`src/hw/tpsc_defs.svh`:
```
`ifndef TPSC_DEFS_SVH
`define TPSC_DEFS_SVH

// synchroniser depth for pin inputs
`define TPSC_SYNC_STAGES 2
// link clock period in ns, for reference; the block itself only finds edges
`define TPSC_TCK_PERIOD_NS 400
// least tms-high tck cycles that return the tap to reset
`define TPSC_TMS_HIGH_EXIT 3'h5
// width of the tap instruction shift register
`define TPSC_IR_WIDTH 4

`endif

```
`src/hw/tpsc_pkg.sv`:
```
package tpsc_pkg;

  typedef enum logic [3:0] {
    TAP_RESET,
    TAP_IDLE,
    TAP_SEL_DR,
    TAP_CAP_DR,
    TAP_SHIFT_DR,
    TAP_EXIT1_DR,
    TAP_PAUSE_DR,
    TAP_EXIT2_DR,
    TAP_UPD_DR,
    TAP_SEL_IR,
    TAP_CAP_IR,
    TAP_SHIFT_IR,
    TAP_EXIT1_IR,
    TAP_PAUSE_IR,
    TAP_EXIT2_IR,
    TAP_UPD_IR
  } tpsc_tap_e;

endpackage : tpsc_pkg

```
`src/hw/tpsc_sync.sv`:
```
`timescale 1ns/1ns
`default_nettype none

module tpsc_sync #(
  parameter int WIDTH = 1
) (
  // clock and reset
  input  wire logic             mclk,
  input  wire logic             rst_n,
  // async input and its synchronised copy
  input  wire logic [WIDTH-1:0] async_i,
  output logic      [WIDTH-1:0] sync_o
);

  typedef struct packed {
    logic [WIDTH-1:0] meta;
    logic [WIDTH-1:0] stable;
  } tpsc_sync_s;

  tpsc_sync_s s_q;
  tpsc_sync_s s_d;

  // first stage feeds the second stage only
  always_comb begin
    s_d.meta   = async_i;
    s_d.stable = s_q.meta;
  end

  always_ff @(posedge mclk or negedge rst_n) begin
    if (!rst_n) begin
      s_q <= '0;
    end else begin
      s_q <= s_d;
    end
  end

  assign sync_o = s_q.stable;

endmodule : tpsc_sync

`default_nettype wire

```
`src/hw/tpsc_pin_share.sv`:
```
// Behaviour
// - tms is never user i/o in any mode.
// - dedicated mode: all test pins reserved, pull-ups on tms and tdi, standard tap.
// - flexible mode: tdi, tck, tdo shared with user i/o; no tms/tdi pull-ups.
// - mode is a static strap; flexible when reserve option unset.
// - tap starts in test-logic-reset; flexible pins are then user i/o.
// - flexible: rising tck with tms low hands pins to boundary scan.
// - reserved test reset: trst is only scan reset, pull-up always on.
// - trst not reserved: plain i/o, tristated output when unused.
// - reserved trst is active low; scan_reset follows it asynchronously, the tap resets through the synchroniser.
`timescale 1ns/1ns
`default_nettype none
`include "tpsc_defs.svh"

module tpsc_pin_share (
  // clock and reset
  input  wire logic mclk,
  input  wire logic rst_n,
  // static configuration straps
  input  wire logic reserve_test_pins,
  input  wire logic reserve_test_reset,
  // test pins seen from the board
  input  wire logic tms_pin,
  input  wire logic tck_pin,
  input  wire logic tdi_pin,
  input  wire logic trst_n_pin,
  output logic      tdo_pin_o,
  output logic      tdo_pin_oe_n,
  output logic      tck_pin_o,
  output logic      tck_pin_oe_n,
  output logic      tdi_pin_o,
  output logic      tdi_pin_oe_n,
  output logic      trst_pin_o,
  output logic      trst_pin_oe_n,
  // pull-up controls
  output logic      tms_pullup_en,
  output logic      tdi_pullup_en,
  output logic      trst_pullup_en,
  // user logic side of the shared pins
  input  wire logic user_tdo_out,
  input  wire logic user_tdo_oe,
  input  wire logic user_tck_out,
  input  wire logic user_tck_oe,
  input  wire logic user_tdi_out,
  input  wire logic user_tdi_oe,
  input  wire logic user_trst_out,
  input  wire logic user_trst_oe,
  input  wire logic user_trst_used,
  output logic      user_tck_in,
  output logic      user_tdi_in,
  output logic      user_trst_in,
  // boundary scan side
  input  wire logic scan_tdo,
  input  wire logic scan_tdo_en,
  output logic      scan_tdi,
  output logic      scan_tck_rise,
  output logic      scan_tck_fall,
  output logic      scan_reset,
  output logic      boundary_scan_function,
  output tpsc_pkg::tpsc_tap_e tap_state
);

  ////////////////////////////////////////////////////////////////////////////
  // input synchronisers

  logic [3:0] pins_s;

  tpsc_sync #(
    .WIDTH (4)
  ) u_sync (
    .mclk    (mclk),
    .rst_n   (rst_n),
    .async_i ({trst_n_pin, tdi_pin, tck_pin, tms_pin}),
    .sync_o  (pins_s)
  );

  logic tms_s;
  logic tck_s;
  logic tdi_s;
  logic trst_n_s;

  assign tms_s    = pins_s[0];
  assign tck_s    = pins_s[1];
  assign tdi_s    = pins_s[2];
  assign trst_n_s = pins_s[3];

  ////////////////////////////////////////////////////////////////////////////
  // state

  typedef struct packed {
    tpsc_pkg::tpsc_tap_e tap;
    logic                tck_prev;
    logic                dedicated;
    logic                trst_rsv;
    logic                straps_taken;
    logic                scan_tdi;
    logic                tdo;
    logic                tdo_en;
    logic                rise;
    logic                fall;
  } tpsc_ctl_s;

  tpsc_ctl_s c_q;
  tpsc_ctl_s c_d;

  function automatic tpsc_pkg::tpsc_tap_e tap_next(input tpsc_pkg::tpsc_tap_e st, input logic tms);
    tpsc_pkg::tpsc_tap_e nx;
    nx = st;
    unique case (st)
      tpsc_pkg::TAP_RESET:    nx = tms ? tpsc_pkg::TAP_RESET   : tpsc_pkg::TAP_IDLE;
      tpsc_pkg::TAP_IDLE:     nx = tms ? tpsc_pkg::TAP_SEL_DR  : tpsc_pkg::TAP_IDLE;
      tpsc_pkg::TAP_SEL_DR:   nx = tms ? tpsc_pkg::TAP_SEL_IR  : tpsc_pkg::TAP_CAP_DR;
      tpsc_pkg::TAP_CAP_DR:   nx = tms ? tpsc_pkg::TAP_EXIT1_DR : tpsc_pkg::TAP_SHIFT_DR;
      tpsc_pkg::TAP_SHIFT_DR: nx = tms ? tpsc_pkg::TAP_EXIT1_DR : tpsc_pkg::TAP_SHIFT_DR;
      tpsc_pkg::TAP_EXIT1_DR: nx = tms ? tpsc_pkg::TAP_UPD_DR  : tpsc_pkg::TAP_PAUSE_DR;
      tpsc_pkg::TAP_PAUSE_DR: nx = tms ? tpsc_pkg::TAP_EXIT2_DR : tpsc_pkg::TAP_PAUSE_DR;
      tpsc_pkg::TAP_EXIT2_DR: nx = tms ? tpsc_pkg::TAP_UPD_DR  : tpsc_pkg::TAP_SHIFT_DR;
      tpsc_pkg::TAP_UPD_DR:   nx = tms ? tpsc_pkg::TAP_SEL_DR  : tpsc_pkg::TAP_IDLE;
      tpsc_pkg::TAP_SEL_IR:   nx = tms ? tpsc_pkg::TAP_RESET   : tpsc_pkg::TAP_CAP_IR;
      tpsc_pkg::TAP_CAP_IR:   nx = tms ? tpsc_pkg::TAP_EXIT1_IR : tpsc_pkg::TAP_SHIFT_IR;
      tpsc_pkg::TAP_SHIFT_IR: nx = tms ? tpsc_pkg::TAP_EXIT1_IR : tpsc_pkg::TAP_SHIFT_IR;
      tpsc_pkg::TAP_EXIT1_IR: nx = tms ? tpsc_pkg::TAP_UPD_IR  : tpsc_pkg::TAP_PAUSE_IR;
      tpsc_pkg::TAP_PAUSE_IR: nx = tms ? tpsc_pkg::TAP_EXIT2_IR : tpsc_pkg::TAP_PAUSE_IR;
      tpsc_pkg::TAP_EXIT2_IR: nx = tms ? tpsc_pkg::TAP_UPD_IR  : tpsc_pkg::TAP_SHIFT_IR;
      tpsc_pkg::TAP_UPD_IR:   nx = tms ? tpsc_pkg::TAP_SEL_DR  : tpsc_pkg::TAP_IDLE;
    endcase
    return nx;
  endfunction : tap_next

  ////////////////////////////////////////////////////////////////////////////
  // next state

  logic tck_rise;
  logic tck_fall;
  logic trst_hit;

  assign tck_rise = tck_s & ~c_q.tck_prev;
  assign tck_fall = ~tck_s & c_q.tck_prev;
  // trst only acts once the reset pin is reserved; otherwise it is user i/o
  assign trst_hit = c_q.trst_rsv & ~trst_n_pin;
  // limitation: the raw pin is not filtered, so a glitch on it resets scan logic

  always_comb begin
    c_d          = c_q;
    c_d.tck_prev = tck_s;
    c_d.rise     = 1'b0;
    c_d.fall     = 1'b0;
    // straps are caught once after reset release and then held
    // a strap change mid-run is ignored so a live scan never loses its pins
    if (!c_q.straps_taken) begin
      c_d.dedicated    = reserve_test_pins;
      c_d.trst_rsv     = reserve_test_reset;
      c_d.straps_taken = 1'b1;
    end
    // tms and tck share one synchroniser, so tms is seen as it stood at the edge
    if (tck_rise) begin
      c_d.rise     = 1'b1;
      c_d.tap      = tap_next(c_q.tap, tms_s);
      c_d.scan_tdi = tdi_s;
    end
    if (tck_fall) begin
      c_d.fall   = 1'b1;
      c_d.tdo    = scan_tdo;
      c_d.tdo_en = scan_tdo_en;
    end
    if (c_q.trst_rsv && !trst_n_s) begin
      c_d.tap = tpsc_pkg::TAP_RESET;
    end
  end

  // trst resets the tap synchronously, through the synchronised pin; only scan_reset follows the raw pin
  always_ff @(posedge mclk or negedge rst_n) begin
    if (!rst_n) begin
      c_q     <= '0;
      c_q.tap <= tpsc_pkg::TAP_RESET;
    end else begin
      c_q <= c_d;
    end
  end

  ////////////////////////////////////////////////////////////////////////////
  // pin ownership

  logic scan_owns;

  // dedicated owns always; flexible owns outside test-logic-reset
  assign scan_owns = c_q.dedicated | (c_q.tap != tpsc_pkg::TAP_RESET);

  assign boundary_scan_function = scan_owns;
  assign tap_state              = c_q.tap;
  assign scan_tdi               = c_q.scan_tdi;
  assign scan_tck_rise          = c_q.rise;
  assign scan_tck_fall          = c_q.fall;
  assign scan_reset             = (c_q.tap == tpsc_pkg::TAP_RESET) | trst_hit;

  // tms has no user path at all
  assign tms_pullup_en = c_q.dedicated;
  assign tdi_pullup_en = c_q.dedicated;
  assign trst_pullup_en = c_q.trst_rsv;

  // user inputs read zero while scan owns the pin
  // reading zero rather than the pin keeps user logic from reacting to test traffic
  assign user_tck_in  = scan_owns ? 1'b0 : tck_s;
  assign user_tdi_in  = scan_owns ? 1'b0 : tdi_s;
  assign user_trst_in = c_q.trst_rsv ? 1'b0 : trst_n_s;

  // tdo driven only by scan when owned, tck and tdi are inputs to scan
  assign tdo_pin_o    = scan_owns ? c_q.tdo : user_tdo_out;
  assign tdo_pin_oe_n = scan_owns ? ~c_q.tdo_en : ~user_tdo_oe;
  assign tck_pin_o    = user_tck_out;
  assign tck_pin_oe_n = scan_owns | ~user_tck_oe;
  assign tdi_pin_o    = user_tdi_out;
  assign tdi_pin_oe_n = scan_owns | ~user_tdi_oe;

  // an unused trst i/o is left tristated
  assign trst_pin_o    = user_trst_out;
  assign trst_pin_oe_n = c_q.trst_rsv | ~user_trst_used | ~user_trst_oe;

endmodule : tpsc_pin_share

`default_nettype wire

```
`config.mk`:
```
export PLATFORM = sky130hd
export DESIGN_NAME = tpsc_pin_share
export DESIGN_NICKNAME = d
export VERILOG_FILES = /design/src/hw/tpsc_pkg.sv /design/src/hw/tpsc_sync.sv /design/src/hw/tpsc_pin_share.sv
export VERILOG_INCLUDE_DIRS = /design/src /design/src/hw
export SDC_FILE = /design/constraint.sdc
export NUM_CORES = 1
export LEC_CHECK = 0
export BUFFER_PORTS_ARGS = -buffer_cell sky130_fd_sc_hd__buf_2
export CAP_MARGIN = 5
export CORE_ASPECT_RATIO = 1.5
export CORE_UTILIZATION = 35
export CTS_BUF_LIST = sky130_fd_sc_hd__clkbuf_4 sky130_fd_sc_hd__clkbuf_8 sky130_fd_sc_hd__clkbuf_16
export CTS_CLUSTER_SIZE = 10
export DETAILED_ROUTE_END_ITERATION = 10
export GPL_ROUTABILITY_DRIVEN = 1
export PLACE_DENSITY_LB_ADDON = 0.3
export SLEW_MARGIN = 30
export SYNTH_ARGS = -nofsm -noshare
export SYNTH_HDL_FRONTEND = slang
export SYNTH_SLANG_ARGS = --single-unit
```
`constraint.sdc`:
```
create_clock -name mclk -period 1.85 [get_ports mclk]
set_input_delay 0.0925 -clock mclk [delete_from_list [all_inputs] [get_ports mclk]]
set_output_delay 0.0925 -clock mclk [all_outputs]
set_load 0.02 [all_outputs]
```
==> results.md <==
* Total chip power at around 1.1 mW
* Pin count of the biggest net entering global routing at 22
* Signal arrival time at the worst endpoint at 1800 ps
* Global placer's final weighted congestion at between 0.7 and 0.8
* Post-detailed-route count of antenna-violating nets at 0
* Crit path time final at 1890 ps
* Max Buffers Root-to-Sink at 2
* Vias in the first global route at between 800 and 900
* Cell area after technology mapping at around 1000 sq um
* Cell area power density at between 800 and 900 nW/um^2
* Routed wire per std cell at 13.1 um
* Instance count of the mapped netlist at 96
* Effective utilization at floorplan at 37.8%
* Setup repair after global routing missed its margin: yes
* Wire length after detailed routing at ~2300 um
* Worst stage delay on the critical path at between 500 and 600 ps
* Hold Fails Final Rpt at 0
* Post-route setup slack at -41.5 ps
* Hpwl dp at between 1500 and 2000 um
* Max stage delay cell, worst path: sky130_fd_sc_hd__or4_4
* H-tree lvl count at 1
* Start of the worst register-to-register path: tap_state[1]
* Number of synthesized register bits at 21
* Netlist cell types at 37
* Pre-Repair DR Iteration Count at 3
* Initial antenna violation count at 0
* Highest Clock Rate at approximately 530 MHz
* Flop pwr share at 46.8%
* Violations in the final reports: setup timing
* DP Worst Slack at 175 ps
* Remaining global-route overflow at 0
* Clock net sink count at 21
* Die boundary height at 68.5 um
* Clock latency reported for the late side of the worst-skew pair at ~250 ps
* Pins over their slew limit at 0
* Syn-to-layout area delta at 30.9%
* Fraction of layout instances using a drive strength above 1 at 43.4%
* Worst Setup SP: tap_state[1]
* CP cell instances: or4_4 > nor2_4 > buf_6 > mux2i_1 > buf_4
* Run status: complete, but fails checks
* I/O Buffers at 35
* Count of pins on the block boundary at 42
* Switching power as a share of total power at roughly 28%
* Maximum clock skew at final layout at roughly 1.7 ps
* Post-synthesis net count at between 100 and 150
* Avg Synthesized Cell Area at between 10 and 15 sq um
* Die area at ~3200 sq um
* Antenna cells at 0
* Sequential fraction of the synthesis area at around half
* Top cell type's share of synthesized area at 50.9%
* Cell taking the most area after synthesis: sky130_fd_sc_hd__dfrtp_1
* Largest fanout on the critical path at 4
* Endpoint kind of the worst setup timing path: output port
* Worst IR drop on VDD at approximately 0.0008 V
* Synth warnings at 0
* CTS tree: yes
* Final net count at roughly 160
* Static leakage at ~0.67 nW
* Die extent in x at 46.3 um
* Gr usage total at ~16%
* Core area at approximately 2700 sq um
* Number of remaining DRC errors at 0
* Worst min-delay path category: in2reg
* Share of total power in the clock network at between 20% and 30%
* Final core utilization at roughly 50%
* Total number of vias at 820
* Cell Rows at 23
* Start point of the worst hold path: reserve_test_reset
* Category of the critical setup timing path: reg2out
* Wire length of the first global-routing pass at about 3700 um
* Clock Root Buffer: sky130_fd_sc_hd__clkbuf_8
* Portion of the clock cycle consumed by the worst path in the final layout at 102%
* Cell-internal power at about 0.79 mW
* Setup crit start kind: register
* Total of endpoints with negative setup slack in the final report at 2
* Biggest area contributors in the synthesized netlist: sky130_fd_sc_hd__dfrtp_1, sky130_fd_sc_hd__buf_4, sky130_fd_sc_hd__mux2_2
* Mean number of vias per cell at 4.74
* Maxcap violations at 0
* Data required time of the critical path at roughly 1800 ps
* Switching Power at around 0.30 mW
* Number of buffers created by CTS at 3
* Combinational fraction of design power at about a quarter
* Clock Pin Slew Worst Setup and Hold Paths at around 70 ps
* First DRT Iteration DRCs at 10
## power by group through the flow
stage	sequential, mW	clock (mW)	combinational [mW]
detailed placement	0.518	0	0.234
global placement	0.517	0	0.229
floorplan	0.526	0	0.156
finish	0.509	0.301	0.277
global route	0.514	0.326	0.299
CTS	0.509	0.309	0.269
## kinds of logic after synthesis
group / count (synthesis) / share of synthesized area (%)
mux: 7 / 7.51
simple gates: 31 / 19.0
other cells: 1 / 0.363
flops: 21 / 50.9
compound gates: 17 / 11.5
buf+inv: 19 / 10.7
## flip-flops by register name, summed over array words and instances (netlist names)
| name | cells |
|---|---|
| c_q | 4 |
| scan_tck_fall | 1 |
| scan_tck_rise | 1 |
| scan_tdi | 1 |
| tap_state | 4 |
| tdi_pullup_en | 1 |
| trst_pullup_en | 1 |
| u_sync.s_d | 4 |
| u_sync.sync_o | 4 |
## cell usage after synthesis, drive strengths merged
master   n
dfrtp   21
buf     10
nand2    8
inv      7
mux2     6
nor2b    5
nand3    4
a21oi    3
nor2     3
o21ai    3
a32oi    2
and2     2
clkbuf   2
nor3b    2
a211oi   1
a21o     1
a22o     1
a311oi   1
a31oi    1
a32o     1
a41oi    1
and2b    1
conb     1
mux2i    1
nand2b   1
o21a     1
o22ai    1
or2      1
or2b     1
or3      1
or4      1
or4b     1
## repair_timing
item                                    in CTS  in global routing
cloned                                       0                  0
endpoints found under the setup margin       3                  5
gates resized for setup                      6                  1
pin swaps                                    2                  2
hold endpoints to repair                    25                  0
hold buffers                                 5                  0
setup buffers                                2                  1
## cell type report
type                            instances  area (sq um)
Fill cell                             249          1380
Sequential cell                        21           526
Multi-Input combinational cell         56           400
Timing Repair Buffer                   48           304
Clock buffer                            4          48.8
Tap cell                               37          46.3
Inverter                                7          26.3
## final timing paths
path	to	slack, ps	cells past startpoint
min in group asynchronous	c_q[3]	310	2
min reg2reg	u_sync.sync_o[3]	350	0
max	tdo_pin_oe_n	-40	5
max reg2reg	tap_state[1]	210	5
min	trst_pullup_en	70	2
max in group asynchronous	tdi_pullup_en	1230	2
## per-layer routing
layer / vias up / GRT usage [%] / share of wire [%]
met2: 35 / 28.1 / 55
met1: 382 / 18.7 / 39
met3: 4 / 3.13 / 4.4
li1: 399 / - / -
met4: 0 / 4.04 / 1.2
met5: - / 0 / 0
## per-stage QoR
step / cell area [sq um] / TNS (ps) / std cells / hold slack [ps]
2_1_floorplan: 1030 / 0 / 96 / -203
3_3_place_gp: 1210 / 0 / 161 / 53.5
3_5_place_dp: 1210 / 0 / 161 / 65.3
4_1_cts: 1340 / -130 / 172 / 63.7
5_1_grt: 1350 / -328 / 173 / 64.8
6_report: 1350 / -76.5 / 173 / 66.9
## critical path: cells and delay by family (launching register included)
| kind | cells | cell delay (ps) |
|---|---|---|
| buffers and inverters | 2 | 280 |
| AND/OR/NAND/NOR | 2 | 710 |
| multiplexers | 1 | 170 |
| flip-flops | 1 | 380 |
## placed cells by master (no fill, tap or decap)
cell,n
sky130_fd_sc_hd__buf_2,32
sky130_fd_sc_hd__dfrtp_1,21
sky130_fd_sc_hd__nand2_1,8
sky130_fd_sc_hd__buf_4,8
sky130_fd_sc_hd__inv_1,7
sky130_fd_sc_hd__nor2b_1,5
sky130_fd_sc_hd__mux2_2,5
sky130_fd_sc_hd__dlygate4sd3_1,5
sky130_fd_sc_hd__nand3_1,4
sky130_fd_sc_hd__o21ai_0,3
sky130_fd_sc_hd__a21oi_1,3
sky130_fd_sc_hd__clkbuf_8,3
sky130_fd_sc_hd__buf_6,3
sky130_fd_sc_hd__and2_1,2
sky130_fd_sc_hd__nor2_1,2
sky130_fd_sc_hd__a32oi_1,2
sky130_fd_sc_hd__or4_4,1
sky130_fd_sc_hd__nor2_4,1
sky130_fd_sc_hd__mux2_4,1
sky130_fd_sc_hd__mux2i_1,1
sky130_fd_sc_hd__or2b_2,1
sky130_fd_sc_hd__nand2b_1,1
sky130_fd_sc_hd__or2_2,1
sky130_fd_sc_hd__a41oi_1,1
sky130_fd_sc_hd__and2b_2,1
sky130_fd_sc_hd__nor3b_4,1
sky130_fd_sc_hd__a32o_1,1
sky130_fd_sc_hd__or3_1,1
sky130_fd_sc_hd__a31oi_1,1
sky130_fd_sc_hd__a311oi_1,1
sky130_fd_sc_hd__nor3b_1,1
sky130_fd_sc_hd__o21a_1,1
sky130_fd_sc_hd__or4b_1,1
sky130_fd_sc_hd__o22ai_1,1
sky130_fd_sc_hd__a21o_1,1
sky130_fd_sc_hd__a211oi_1,1
sky130_fd_sc_hd__a22o_1,1
sky130_fd_sc_hd__conb_1,1
sky130_fd_sc_hd__clkbuf_4,1
Note: power is estimated with default switching activity, not from simulation.
